<file path="config.mk">
export PLATFORM = sky130hd
export DESIGN_NAME = mode_and_violation_log
export DESIGN_NICKNAME = d
export VERILOG_FILES = /design/src/include/mode_log_pkg.sv /design/src/include/record_if.sv /design/src/hw/violation_recorder.sv /design/src/hw/mode_and_violation_log.sv
export SDC_FILE = /design/constraint.sdc
export NUM_CORES = 1
export LEC_CHECK = 0
export ABC_AREA = 1
export BUFFER_PORTS_ARGS = -buffer_cell sky130_fd_sc_hd__buf_2
export CAP_MARGIN = 20
export CORE_UTILIZATION = 51
export DETAILED_ROUTE_END_ITERATION = 10
export GPL_TIMING_DRIVEN = 1
export PLACE_DENSITY = 0.83
export SLEW_MARGIN = 20
export SYNTH_ARGS = -nofsm -noshare
export SYNTH_HDL_FRONTEND = slang
export SYNTH_SLANG_ARGS = --single-unit
</file>
<file path="constraint.sdc">
create_clock -name aclk -period 2.8 [get_ports aclk]
set_input_delay 0.28 -clock aclk [delete_from_list [all_inputs] [get_ports aclk]]
set_output_delay 0.28 -clock aclk [all_outputs]
set_load 0.05 [all_outputs]
</file>
<file path="src/include/mode_log_pkg.sv">
/*
  Constants for the mode and violation log block: register indices, field
  positions, reset values and record codes.
  Assumes a 32-bit AXI4-Lite register bus with one aligned word per register.
*/
// Function
// - Mode select bit loads the mode pin level when external reset rises.
// - Mode select bit sets chip mode; mode register bits 6 to 0 read zero.
// - Software writes to the mode register act only for an allowed transition.
// - Only special single-chip to normal single-chip is accepted, never back.
// - Writing 0xFFFF across both code bytes clears them; other values do nothing.
// - High code byte upper nibble holds initiator: none, processor, converters, trigger.
// - High code byte lower nibble holds target: none, registers, RAM, EEPROM, flash, row.
// - Low code byte upper nibble holds access type: none, opcode, vector, load, store.
// - Low code byte lower nibble holds violation type: none, illegal, ECC.
// - A violation or uncorrectable ECC error loads a non-zero code record.
// - The same cycle also captures program counter and condition-code bits.
// - While the code is non-zero, code, counter and flags stay frozen.
// - High flags byte bit 7 holds the user state, read-only.
// - Low flags byte bit 6 holds the X-interrupt mask, read-only.
// - Low flags byte bit 4 holds the I-interrupt mask, read-only.
// - 24-bit counter capture holds the faulting instruction address.
// - Block is active only in run and wait; no bus activity in stop.
package mode_log_pkg;

  // ----------------------------------------------------------------------
  // Bus geometry
  // ----------------------------------------------------------------------
  localparam int unsigned ADDR_W = 12;
  localparam int unsigned IDX_W  = 10;
  localparam int unsigned IDX_LSB = 2;
  localparam logic [1:0]  RESP_OKAY = 2'h0;

  // ----------------------------------------------------------------------
  // Register indices (byte address is four times the index)
  // ----------------------------------------------------------------------
  localparam logic [IDX_W-1:0] IDX_OPERATING_MODE = 10'h070;
  localparam logic [IDX_W-1:0] IDX_VCODE_HIGH     = 10'h080;
  localparam logic [IDX_W-1:0] IDX_VCODE_LOW      = 10'h081;
  localparam logic [IDX_W-1:0] IDX_FLAGS_HIGH     = 10'h082;
  localparam logic [IDX_W-1:0] IDX_FLAGS_LOW      = 10'h083;
  localparam logic [IDX_W-1:0] IDX_PC_HIGH        = 10'h085;
  localparam logic [IDX_W-1:0] IDX_PC_MID         = 10'h086;
  localparam logic [IDX_W-1:0] IDX_PC_LOW         = 10'h087;

  // ----------------------------------------------------------------------
  // Field positions and values
  // ----------------------------------------------------------------------
  localparam int unsigned MODE_SEL_BIT  = 7;
  localparam int unsigned USER_BIT      = 7;
  localparam int unsigned XIRQ_BIT      = 6;
  localparam int unsigned IRQ_BIT       = 4;
  localparam logic        MODE_SPECIAL  = 1'h0;
  localparam logic        MODE_NORMAL   = 1'h1;
  localparam logic [7:0]  CLEAR_BYTE    = 8'hFF;
  localparam logic [15:0] CLEAR_WORD    = 16'hFFFF;
  localparam logic [1:0]  LANE_PAIR     = 2'h3;
  localparam logic [15:0] CODE_NONE     = 16'h0000;
  localparam logic [23:0] PC_RESET      = 24'h000000;

  // ----------------------------------------------------------------------
  // Record codes
  // ----------------------------------------------------------------------
  localparam logic [3:0] INIT_NONE = 4'h0;
  localparam logic [3:0] INIT_CPU  = 4'h1;
  localparam logic [3:0] INIT_CONVERTER_ZERO = 4'h3;
  localparam logic [3:0] INIT_CONVERTER_ONE  = 4'h4;
  localparam logic [3:0] INIT_TRIGGER_UNIT   = 4'h5;
  localparam logic [3:0] TGT_NONE = 4'h0;
  localparam logic [3:0] TGT_REGS = 4'h1;
  localparam logic [3:0] TGT_RAM  = 4'h2;
  localparam logic [3:0] TGT_EEPROM = 4'h3;
  localparam logic [3:0] TGT_FLASH  = 4'h4;
  localparam logic [3:0] TGT_INFORMATION_ROW = 4'h5;
  localparam logic [3:0] ACC_NONE   = 4'h0;
  localparam logic [3:0] ACC_OPCODE = 4'h1;
  localparam logic [3:0] ACC_VECTOR = 4'h2;
  localparam logic [3:0] ACC_LOAD   = 4'h3;
  localparam logic [3:0] ACC_STORE  = 4'h4;
  localparam logic [3:0] ERR_NONE    = 4'h0;
  localparam logic [3:0] ERR_ILLEGAL = 4'h1;
  localparam logic [3:0] ERR_ECC     = 4'h2;

endpackage

</file>
<file path="src/include/record_if.sv">
/*
  Interface between the register block and the violation recorder.
  Assumes both ends run on the same clock.
*/
interface record_if;
  logic        ev_valid;
  logic [15:0] ev_code;
  logic        ev_user;
  logic        ev_xirq;
  logic        ev_irq;
  logic [23:0] ev_pc;
  logic        clear_req;
  logic [15:0] code_q;
  logic        user_q;
  logic        xirq_q;
  logic        irq_q;
  logic [23:0] pc_q;

  modport recorder (
    input  ev_valid, ev_code, ev_user, ev_xirq, ev_irq, ev_pc, clear_req,
    output code_q, user_q, xirq_q, irq_q, pc_q
  );
  modport regs (
    output ev_valid, ev_code, ev_user, ev_xirq, ev_irq, ev_pc, clear_req,
    input  code_q, user_q, xirq_q, irq_q, pc_q
  );
endinterface

</file>
<file path="src/hw/violation_recorder.sv">
/*
  Holds the first violation record: code, condition-code bits, counter.
  Assumes events arrive on aclk as one-cycle pulses and are gated for stop.
*/
module violation_recorder (
  // Clock and reset
  input  wire logic aclk,
  input  wire logic aresetn,
  input  wire logic ce,
  // Record port
  record_if.recorder rec
);

  // ----------------------------------------------------------------------
  // Capture control
  // ----------------------------------------------------------------------
  logic held;
  logic load;

  assign held = (rec.code_q != mode_log_pkg::CODE_NONE);
  // A zero code would look like an empty log, so it is never loaded
  assign load = rec.ev_valid && (rec.ev_code != mode_log_pkg::CODE_NONE) && !held;

  // ----------------------------------------------------------------------
  // Code register
  // ----------------------------------------------------------------------
  // A clear and a new event in one cycle: the event wins, since held is
  // still set only until the clear lands, so the load path is checked first
  always_ff @(posedge aclk)
  begin
    if (!aresetn)
      rec.code_q <= mode_log_pkg::CODE_NONE;
    else if (ce)
    begin
      if (rec.ev_valid && (rec.ev_code != mode_log_pkg::CODE_NONE) && (!held || rec.clear_req))
        rec.code_q <= rec.ev_code;
      else if (rec.clear_req)
        rec.code_q <= mode_log_pkg::CODE_NONE;
    end
  end

  // ----------------------------------------------------------------------
  // Processor state capture
  // ----------------------------------------------------------------------
  always_ff @(posedge aclk)
  begin
    if (!aresetn)
    begin
      rec.user_q <= 1'h0;
      rec.xirq_q <= 1'h0;
      rec.irq_q  <= 1'h0;
      rec.pc_q   <= mode_log_pkg::PC_RESET;
    end
    else if (ce && (load || (rec.clear_req && rec.ev_valid &&
                    (rec.ev_code != mode_log_pkg::CODE_NONE))))
    begin
      rec.user_q <= rec.ev_user;
      rec.xirq_q <= rec.ev_xirq;
      rec.irq_q  <= rec.ev_irq;
      rec.pc_q   <= rec.ev_pc;
    end
  end

endmodule // violation_recorder

</file>
<file path="src/hw/mode_and_violation_log.sv">
/*
  Mode register and access violation log behind an AXI4-Lite slave.
  Assumes mode_pin and ext_reset_n come from pins; violation reports and
  stop_mode come from logic on aclk.
*/
module mode_and_violation_log (
  // Clock, reset, enable
  input  wire logic        aclk,
  input  wire logic        aresetn,
  input  wire logic        ce,
  // Pins
  input  wire logic        ext_reset_n,
  input  wire logic        mode_pin,
  // Power state
  input  wire logic        stop_mode,
  // Violation report
  input  wire logic        viol_valid,
  input  wire logic [3:0]  initiator_code,
  input  wire logic [3:0]  target_code,
  input  wire logic [3:0]  access_type_code,
  input  wire logic [3:0]  error_type_code,
  input  wire logic        cpu_user_state,
  input  wire logic        cpu_xirq_mask,
  input  wire logic        cpu_irq_mask,
  input  wire logic [23:0] cpu_program_counter,
  // Status
  output logic             mode_select,
  output logic             violation_held,
  // AXI4-Lite write address
  input  wire logic [11:0] s_axi_awaddr,
  input  wire logic [2:0]  s_axi_awprot,
  input  wire logic        s_axi_awvalid,
  output logic             s_axi_awready,
  // AXI4-Lite write data
  input  wire logic [31:0] s_axi_wdata,
  input  wire logic [3:0]  s_axi_wstrb,
  input  wire logic        s_axi_wvalid,
  output logic             s_axi_wready,
  // AXI4-Lite write response
  output logic [1:0]       s_axi_bresp,
  output logic             s_axi_bvalid,
  input  wire logic        s_axi_bready,
  // AXI4-Lite read address
  input  wire logic [11:0] s_axi_araddr,
  input  wire logic [2:0]  s_axi_arprot,
  input  wire logic        s_axi_arvalid,
  output logic             s_axi_arready,
  // AXI4-Lite read data
  output logic [31:0]      s_axi_rdata,
  output logic [1:0]       s_axi_rresp,
  output logic             s_axi_rvalid,
  input  wire logic        s_axi_rready
);

  // ----------------------------------------------------------------------
  // Declarations
  // ----------------------------------------------------------------------
  record_if rec ();

  logic [1:0]  rst_sync_q;
  logic [1:0]  mode_sync_q;
  logic        rst_seen_q;
  logic        mode_q;
  logic        aw_held_q;
  logic [9:0]  aw_idx_q;
  logic        w_held_q;
  logic [31:0] w_data_q;
  logic [3:0]  w_strb_q;
  logic        bvalid_q;
  logic        rvalid_q;
  logic [31:0] rdata_q;
  logic        clear_armed_q;
  logic        active;
  logic        wr_fire;
  logic        rd_fire;
  logic        wr_lane0;
  logic [7:0]  wr_byte;
  logic        clear_now;
  logic [9:0]  rd_idx;
  logic [31:0] rd_value;
  logic        strap_edge;
  logic        wr_mode;
  logic        wr_code_high;
  logic        wr_code_low;
  logic        byte_ones;
  logic        word_ones;

  // ----------------------------------------------------------------------
  // Pin synchronisers
  // ----------------------------------------------------------------------
  // Both pins are asynchronous; only the second stage is ever looked at
  always_ff @(posedge aclk)
  begin
    if (!aresetn)
    begin
      rst_sync_q  <= 2'h0;
      mode_sync_q <= 2'h0;
    end
    else if (ce)
    begin
      rst_sync_q  <= {rst_sync_q[0], ext_reset_n};
      mode_sync_q <= {mode_sync_q[0], mode_pin};
    end
  end

  // Remembers the last synchronised reset level for the rising-edge detect
  always_ff @(posedge aclk)
  begin
    if (!aresetn)
      rst_seen_q <= 1'h0;
    else if (ce)
      rst_seen_q <= rst_sync_q[1];
  end

  // The strap is taken once per release of the external reset
  assign strap_edge = rst_sync_q[1] && !rst_seen_q;

  // ----------------------------------------------------------------------
  // Operating mode
  // ----------------------------------------------------------------------
  assign active   = !stop_mode;
  assign wr_fire  = aw_held_q && w_held_q && !bvalid_q && active;
  assign wr_lane0 = wr_fire && w_strb_q[0];
  assign wr_byte  = w_data_q[7:0];

  // ----------------------------------------------------------------------
  // Write decode
  // ----------------------------------------------------------------------
  // Byte lane 0 carries register data (lane 1 only in the 0xFFFF clear), so each decode needs its strobe
  assign wr_mode      = wr_lane0 && (aw_idx_q == mode_log_pkg::IDX_OPERATING_MODE);
  assign wr_code_high = wr_lane0 && (aw_idx_q == mode_log_pkg::IDX_VCODE_HIGH);
  assign wr_code_low  = wr_lane0 && (aw_idx_q == mode_log_pkg::IDX_VCODE_LOW);
  assign byte_ones    = (wr_byte == mode_log_pkg::CLEAR_BYTE);
  assign word_ones    = (w_strb_q[1:0] == mode_log_pkg::LANE_PAIR) &&
                        (w_data_q[15:0] == mode_log_pkg::CLEAR_WORD);

  // ----------------------------------------------------------------------
  // Mode register
  // ----------------------------------------------------------------------
  // The pin level is taken two cycles late, so a strap must stay stable
  // for a few bus clocks around the release of the external reset
  always_ff @(posedge aclk)
  begin
    if (!aresetn)
      mode_q <= mode_log_pkg::MODE_SPECIAL;
    else if (ce)
    begin
      if (strap_edge)
        mode_q <= mode_sync_q[1];
      else if (wr_mode && (mode_q == mode_log_pkg::MODE_SPECIAL) &&
               (wr_byte[mode_log_pkg::MODE_SEL_BIT] == mode_log_pkg::MODE_NORMAL))
        mode_q <= mode_log_pkg::MODE_NORMAL;
    end
  end

  assign mode_select = mode_q;

  // ----------------------------------------------------------------------
  // Clear sequence for the code bytes
  // ----------------------------------------------------------------------
  // 0xFF to the high byte arms; 0xFF to the low byte next clears. A single
  // word write of 0xFFFF to the high register clears at once.
  always_ff @(posedge aclk)
  begin
    if (!aresetn)
      clear_armed_q <= 1'h0;
    else if (ce && wr_fire)
      clear_armed_q <= wr_code_high && byte_ones;
  end

  always_comb
  begin
    clear_now = 1'h0;
    if (wr_fire)
    begin
      if (wr_code_high && word_ones)
        clear_now = 1'h1;
      else if (clear_armed_q && wr_code_low && byte_ones)
        clear_now = 1'h1;
    end
  end

  // ----------------------------------------------------------------------
  // Violation recorder
  // ----------------------------------------------------------------------
  assign rec.ev_valid  = viol_valid && active;
  assign rec.ev_code   = {initiator_code, target_code, access_type_code, error_type_code};
  assign rec.ev_user   = cpu_user_state;
  assign rec.ev_xirq   = cpu_xirq_mask;
  assign rec.ev_irq    = cpu_irq_mask;
  assign rec.ev_pc     = cpu_program_counter;
  assign rec.clear_req = clear_now;

  violation_recorder u_recorder (
    .aclk    (aclk),
    .aresetn (aresetn),
    .ce      (ce),
    .rec     (rec.recorder)
  );

  assign violation_held = (rec.code_q != mode_log_pkg::CODE_NONE);

  // ----------------------------------------------------------------------
  // Write channels
  // ----------------------------------------------------------------------
  // Address and data are held independently so either may come first
  // Held off while ce is low: a beat taken then would be missed by frozen state
  assign s_axi_awready = !aw_held_q && active && ce;
  assign s_axi_wready  = !w_held_q && active && ce;

  always_ff @(posedge aclk)
  begin
    if (!aresetn)
    begin
      aw_held_q <= 1'h0;
      aw_idx_q  <= 10'h000;
    end
    else if (ce)
    begin
      if (s_axi_awvalid && s_axi_awready)
      begin
        aw_held_q <= 1'h1;
        aw_idx_q  <= s_axi_awaddr[mode_log_pkg::IDX_LSB +: mode_log_pkg::IDX_W];
      end
      else if (wr_fire)
        aw_held_q <= 1'h0;
    end
  end

  always_ff @(posedge aclk)
  begin
    if (!aresetn)
    begin
      w_held_q <= 1'h0;
      w_data_q <= 32'h00000000;
      w_strb_q <= 4'h0;
    end
    else if (ce)
    begin
      if (s_axi_wvalid && s_axi_wready)
      begin
        w_held_q <= 1'h1;
        w_data_q <= s_axi_wdata;
        w_strb_q <= s_axi_wstrb;
      end
      else if (wr_fire)
        w_held_q <= 1'h0;
    end
  end

  // Every write is answered OKAY; reserved locations simply ignore it
  always_ff @(posedge aclk)
  begin
    if (!aresetn)
      bvalid_q <= 1'h0;
    else if (ce)
    begin
      if (wr_fire)
        bvalid_q <= 1'h1;
      else if (s_axi_bready)
        bvalid_q <= 1'h0;
    end
  end

  // A response shown while frozen could be taken twice, so it is hidden
  assign s_axi_bvalid = bvalid_q && ce;
  assign s_axi_bresp  = mode_log_pkg::RESP_OKAY;

  // ----------------------------------------------------------------------
  // Read channels
  // ----------------------------------------------------------------------
  assign s_axi_arready = !rvalid_q && active && ce;
  assign rd_fire       = s_axi_arvalid && s_axi_arready;
  assign rd_idx        = s_axi_araddr[mode_log_pkg::IDX_LSB +: mode_log_pkg::IDX_W];

  always_comb
  begin
    rd_value = 32'h00000000;
    unique case (rd_idx)
      mode_log_pkg::IDX_OPERATING_MODE:
        rd_value[mode_log_pkg::MODE_SEL_BIT] = mode_q;
      mode_log_pkg::IDX_VCODE_HIGH:
        rd_value[7:0] = rec.code_q[15:8];
      mode_log_pkg::IDX_VCODE_LOW:
        rd_value[7:0] = rec.code_q[7:0];
      mode_log_pkg::IDX_FLAGS_HIGH:
        rd_value[mode_log_pkg::USER_BIT] = rec.user_q;
      mode_log_pkg::IDX_FLAGS_LOW:
      begin
        rd_value[mode_log_pkg::XIRQ_BIT] = rec.xirq_q;
        rd_value[mode_log_pkg::IRQ_BIT]  = rec.irq_q;
      end
      mode_log_pkg::IDX_PC_HIGH:
        rd_value[7:0] = rec.pc_q[23:16];
      mode_log_pkg::IDX_PC_MID:
        rd_value[7:0] = rec.pc_q[15:8];
      mode_log_pkg::IDX_PC_LOW:
        rd_value[7:0] = rec.pc_q[7:0];
      default:
        rd_value = 32'h00000000;
    endcase
  end

  always_ff @(posedge aclk)
  begin
    if (!aresetn)
    begin
      rvalid_q <= 1'h0;
      rdata_q  <= 32'h00000000;
    end
    else if (ce)
    begin
      if (rd_fire)
      begin
        rvalid_q <= 1'h1;
        rdata_q  <= rd_value;
      end
      else if (s_axi_rready)
        rvalid_q <= 1'h0;
    end
  end

  assign s_axi_rvalid = rvalid_q && ce;
  assign s_axi_rdata  = rdata_q;
  assign s_axi_rresp  = mode_log_pkg::RESP_OKAY;

endmodule // mode_and_violation_log

</file>
# After elaboration in Yosys (flattened, before gate mapping)
# Cells that the tools add are included.
[op_classes]
n_mux = 19
n_reduce_logical = 60
n_bitwise = 1
eq_ne = 14
[op_table]
columns = ["op", "count"]
rows = [
  ["equality test 10 x 8 -> 1 bit, second input constant", 9],
  ["logical AND 1 bit", 34],
  ["2-to-1 mux 16 bit", 2],
  ["nonzero test 16 bit", 2],
  ["equality test 10 x 7 -> 1 bit, second input constant", 2],
  ["one-hot mux 4 bit (5 select lines)", 1],
  ["AND reduction 2 bit", 9],
  ["equality test 16 bit, second input constant", 1],
  ["2-to-1 mux 1 bit", 12],
  ["one-hot mux 1 bit (6 select lines)", 2],
  ["nonzero test 2 bit", 6],
  ["equality test 8 bit, second input constant", 1],
  ["logical NOT 1 bit", 7],
  ["one-hot mux 1 bit (7 select lines)", 1],
  ["one-hot mux 1 bit (5 select lines)", 1],
  ["equality test 2 bit, second input constant", 1],
  ["logical OR 1 bit", 2],
  ["NOT 1 bit", 1],
]
[word_totals]
elab_cells = 112
output_inout_bits = 43
regBits = 90
in_bits = 121

# Depth between registers and ports, before layout
[depth]
ltp_word = 14
depth_mapped = 11
depth_no_buf = 11

# Modules after synthesis
# A second synthesis with hierarchy kept.
[hier_totals]
hier_cells = 621
hier_area_um2 = 4479.3
[modules_own_cells]
columns = ["module", "seq_area_each_um2", "area_per_inst_um2", "cells_each", "n_inst"]
rows = [
  ["mode_and_violation_log", 940.9, 2637.5, 384, 1],
  ["violation_recorder", 860.8, 1841.8, 237, 1],
]

# Worst setup path after synthesis
# OpenSTA, ideal clock, no wires.
[synth_timing]
path_kind = "in2reg"
from = "input port ce"
to = "register aw_idx_q[5]"
setup_ns = 0.132
arrival_time_ns = 1.572
stages = 8
t_required_ns = 2.668
path_buffers = 1
path_slack_ns = 1.096
path_cell_list = "inv_2 nor2_2 inv_2 nor2_2 nand2_1 buf_2 nand2_1 a21oi_1"
[synth_via]
elab_chain_len = 3
[synth_rtl]
columns = ["item", "line", "text"]
rows = [
  ["from (decl)", "mode_and_violation_log.sv:10", "input wire logic ce,"],
  ["logical AND 1 bit", "mode_and_violation_log.sv:208", "assign s_axi_awready = !aw_held_q && active && ce;"],
  ["via s_axi_awready", "mode_and_violation_log.sv:33", "output logic s_axi_awready,"],
  ["logical AND 1 bit", "mode_and_violation_log.sv:220", "if (s_axi_awvalid && s_axi_awready)"],
  ["AND reduction 2 bit (no source line)", "--", ""],
  ["to (signal assigned)", "mode_and_violation_log.sv:223", "aw_idx_q <= s_axi_awaddr[mode_log_pkg::IDX_LSB +: mode_log_pkg::IDX_W];"],
  ["to (decl)", "mode_and_violation_log.sv:65", "logic [9:0] aw_idx_q;"],
]
# The timed path passes the listed nets, and every way through them passes these cells.
# A chain may end at the register's enable or synchronous reset.

# Worst setup path after layout
[layout_timing]
from = "register w_held_q"
to = "register u_recorder.rec.pc_q[16]"
[layout_via]
elab_chain_len = 14
word_cells_on_any_way = 16
cone_classes = "3 x mux; 13 x reduce/logical"
[layout_rtl]
columns = ["item", "line", "text"]
rows = [
  ["from (decl)", "mode_and_violation_log.sv:66", "logic w_held_q;"],
  ["from (signal assigned)", "mode_and_violation_log.sv:234", "w_held_q <= 1'h0;"],
  ["from (signal assigned)", "mode_and_violation_log.sv:242", "w_held_q <= 1'h1;"],
  ["from (signal assigned)", "mode_and_violation_log.sv:247", "w_held_q <= 1'h0;"],
  ["logical AND 1 bit * (3 in series)", "mode_and_violation_log.sv:122", "assign wr_fire = aw_held_q && w_held_q && !bvalid_q && active;"],
  ["logical AND 1 bit", "mode_and_violation_log.sv:123", "assign wr_lane0 = wr_fire && w_strb_q[0];"],
  ["logical AND 1 bit", "mode_and_violation_log.sv:132", "assign wr_code_low = wr_lane0 && (aw_idx_q == mode_log_pkg::IDX_VCODE_LOW);"],
  ["logical AND 1 bit (2 in series)", "mode_and_violation_log.sv:178", "else if (clear_armed_q && wr_code_low && byte_ones)"],
  ["2-to-1 mux 1 bit", "mode_and_violation_log.sv:178", ""],
  ["2-to-1 mux 1 bit", "mode_and_violation_log.sv:176", "if (wr_code_high && word_ones)"],
  ["2-to-1 mux 1 bit *", "mode_and_violation_log.sv:174", "if (wr_fire)"],
  ["logical AND 1 bit * (2 in series)", "violation_recorder.sv:54", "else if (ce && (load || (rec.clear_req && rec.ev_valid &&"],
  ["logical OR 1 bit *", "violation_recorder.sv:54", ""],
  ["logical AND 1 bit *", "violation_recorder.sv:54", ""],
  ["to (signal assigned)", "violation_recorder.sv:52", "rec.pc_q <= mode_log_pkg::PC_RESET;"],
  ["to (signal assigned)", "violation_recorder.sv:60", "rec.pc_q <= rec.ev_pc;"],
  ["to (decl)", "record_if.sv:21", "output code_q, user_q, xirq_q, irq_q, pc_q"],
]
# Every way passes the cells marked *; elsewhere a longest branch is shown, timed or not.

==> impl_metrics.ini <==
[run_status]
outcome = complete, no violations

[timing]
tightest_slew_ps = 766
clock_skew_ps = 12.0
post-route-period-util_pct = 76.0
max_freq_ghz = 0.470
finalMaxSlewViolations = 0
min_period_ps = 2130
hold_viol = 0
max-slew-margin-rel_pct = 48.8
finalSetupViolations = 0
rsz0062_at_grt = no
hold_ws_ps = 127
fin_setup_tns_ps = 0

[clocking]
post_cts_resized = 0
clk_pin_slew_ps = 100
htree_num_levels = 3
clk_latency_ps = 370
cts_buffers = 9
cts_tree = yes
cts-root-buf = clkbuf_8
clock_sinks = 90
cts_hold_repair.buffers = 0
clockBufferDepth = 2
cts_setup_buffers = 0

[floorplan]
die_w_um = 94.2
core-area_sq_um = 8220
die_area_sq_um = 8870
ioPinCount = 164
rows = 33
die_y_um = 94.2
start_util_pct = 52.7

[placed_design]
gp_congestion = 0.939
dpl.hpwl_um = 7670
port_buffers = 107

[global_route]
track_usage_pct = 24.6
grt_overflow = 0
grt_max_degree = 65
antenna_found_initial = 0
grt_pass1_wl_um = 17000
grt_pass1_vias = 3736

[power_and_ir_drop]
power_frac_seq_pct = 49.8
power_w = 0.00279
clkPwrFrac_pct = 32.3
vdd_ir_drop_max_uv = 275
p_sw_share_pct = 31.6
p_int_w = 0.00191
p_sw_w = 0.000882
p_comb_share_pct = 17.9
power.density_nw_per_um2 = 560
p_leak_nw = 2.29

[hold_path]
holdPathStages = 3
hp-class = input port to flop

[route]
final_antenna_net_count = 0
drt-initial-drc-count = 301
drc = 0
post_drt_wl_per_cell_um = 12.3
drt_wl_total_um = 10500
vias = 4363
firstDrtPassIters = 5
via_per_inst = 5.12

[synthesis]
synthDistinctLibCells = 27
ys_seq_area_share_pct = 41.6
synth_edf_count = 0
synthesis.area_sq_um = 4330
postSynthCellCount = 648
ys_ff_latch = 90
synth_warnings = 0
async_reset_ff_share_pct = 0
avgSynthCellArea_sq_um = 6.69
synth_top_flop_cell = dfxtp_1

[setup_path]
crit_path_start_kind = flop
worst_ep_required_time_ps = 3100
path_max_fanout = 64
critPathCaptureType = flop
worst-setup-path-type = flop to flop
rr_worst_depth = 10
cp_data_arrival_time_ps = 2430

[final_layout]
drive_gt1_share_pct = 18.6
regArea_sq_um = 1800
fill_cells = 762
multi_input_area_sq_um = 2060
fin_nets = 863
synthToLayoutAreaGrowth_pct = 14.9
insertedDiodeCount = 0

[job]
max-cap-violations = 0
[cell usage after synthesis, types with 2 or more instances]
cell type / count / area [sq um]
a21oi_1: 58 / 290
and3_1: 2 / 12.5
buf_2: 9 / 45.0
buf_4: 29 / 218
buf_6: 3 / 33.8
clkbuf_1: 13 / 48.8
dfxtp_1: 90 / 1800
inv_1: 54 / 203
inv_2: 5 / 18.8
nand2_1: 128 / 480
nand3_1: 76 / 380
nand3b_1: 2 / 15.0
nand4_1: 4 / 25.0
nor2_1: 122 / 458
nor2_2: 4 / 25.0
nor3_1: 4 / 20.0
o21a_1: 2 / 15.0
o21ai_0: 28 / 140
o21ai_1: 6 / 30.0
o22ai_1: 2 / 12.5
[placed cells by master, fill, tap and decap left out]
cell | synthesis | routed
a21oi_1 | 58 | 58
dfxtp_1 | 90 | 90
o21a_1 | 2 | 2
nor3_1 | 4 | 4
nand2_2 | 1 | 1
a21oi_4 | 1 | 1
clkinv_2 | 0 | 1
nand3b_1 | 2 | 2
buf_2 | 9 | 107
buf_4 | 29 | 3
clkbuf_8 | 0 | 9
o21ai_0 | 28 | 28
clkinvlp_4 | 0 | 2
nand2_4 | 1 | 1
nor2_2 | 4 | 4
o21ai_1 | 6 | 6
conb_1 | 1 | 28
and3_1 | 2 | 2
nand2_1 | 128 | 128
nor4_1 | 1 | 1
nand4_1 | 4 | 4
inv_1 | 54 | 54
inv_2 | 5 | 5
bufinv_16 | 0 | 1
nor2_1 | 122 | 122
clkinv_1 | 1 | 1
o22ai_1 | 2 | 2
inv_6 | 0 | 2
nand3_1 | 76 | 76
nor3b_2 | 1 | 1
clkinv_4 | 0 | 1
[path summary, 6_finish.rpt]
check	startpoint	to	slack, ps
worst max register to register	w_held_q	u_recorder.rec.pc_q[16]	670
worst max-delay path	w_held_q	u_recorder.rec.pc_q[16]	670
worst min register to register	w_strb_q[1]	w_strb_q[1]	460
worst min-delay path	cpu_program_counter[7]	u_recorder.rec.pc_q[7]	130
[final cells by class]
type                       count  area share [%]
tap                          105            2.64
clock inverter                 7            1.53
multi-input combinational    471            41.4
clock buffer                   9            2.49
timing repair buffer         110            11.2
sequential                    90            36.2
inverter                      60            4.52
[state kept, by name, indices dropped and copies added (netlist names), 2 cells and up]
name,count
aw_idx_q,10
mode_sync_q,2
rst_sync_q,2
s_axi_rdata,8
u_recorder.rec.code_q,16
u_recorder.rec.pc_q,24
w_data_q,16
w_strb_q,2
[worst max-delay path: stages (launching register included)]
cell and delay, ps:
dfxtp_1 390, nand2_1 80, inv_2 60, nand3_1 110, nor2_1 180, nand3_1 140
nand2_2 270, nand2_4 400, inv_2 250, nor2_1 70, nor2_1 100
[logic make-up after synthesis]
logic type      Yosys count  share of synthesized area (%)
other cells               1                         0.0865
flops                    90                           41.6
buf+inv                 114                           13.2
simple gates            346                           33.5
compound gates           97                           11.6
[metal layers]
layer	wire length, um	part of all wire (%)	track usage, %
met5	0	0	0
met4	295	2.8	12.3
met3	638	6.1	3.64
met2	4950	47	38.8
met1	4630	44	32.6
[metrics by stage]
stage	setup slack, ps	area, sq um	util [%]	cells
floorplan	1100	4430	-	675
global placement	671	4780	58.2	836
detailed placement	606	4780	58.2	836
CTS	675	4980	60.6	852
global route	430	4980	60.6	852
finish	671	4980	60.6	852
[power groups by stage]
stage               clock network, W  logic (W)  registers [W]
floorplan                          0   0.000393        0.00142
detailed placement                 0   0.000496        0.00142
global route                0.000967   0.000556        0.00139
global placement                   0   0.000485        0.00141
CTS                         0.000909   0.000500        0.00139
finish                      0.000901   0.000500        0.00139
Note: power is estimated with default switching activity, not from simulation.
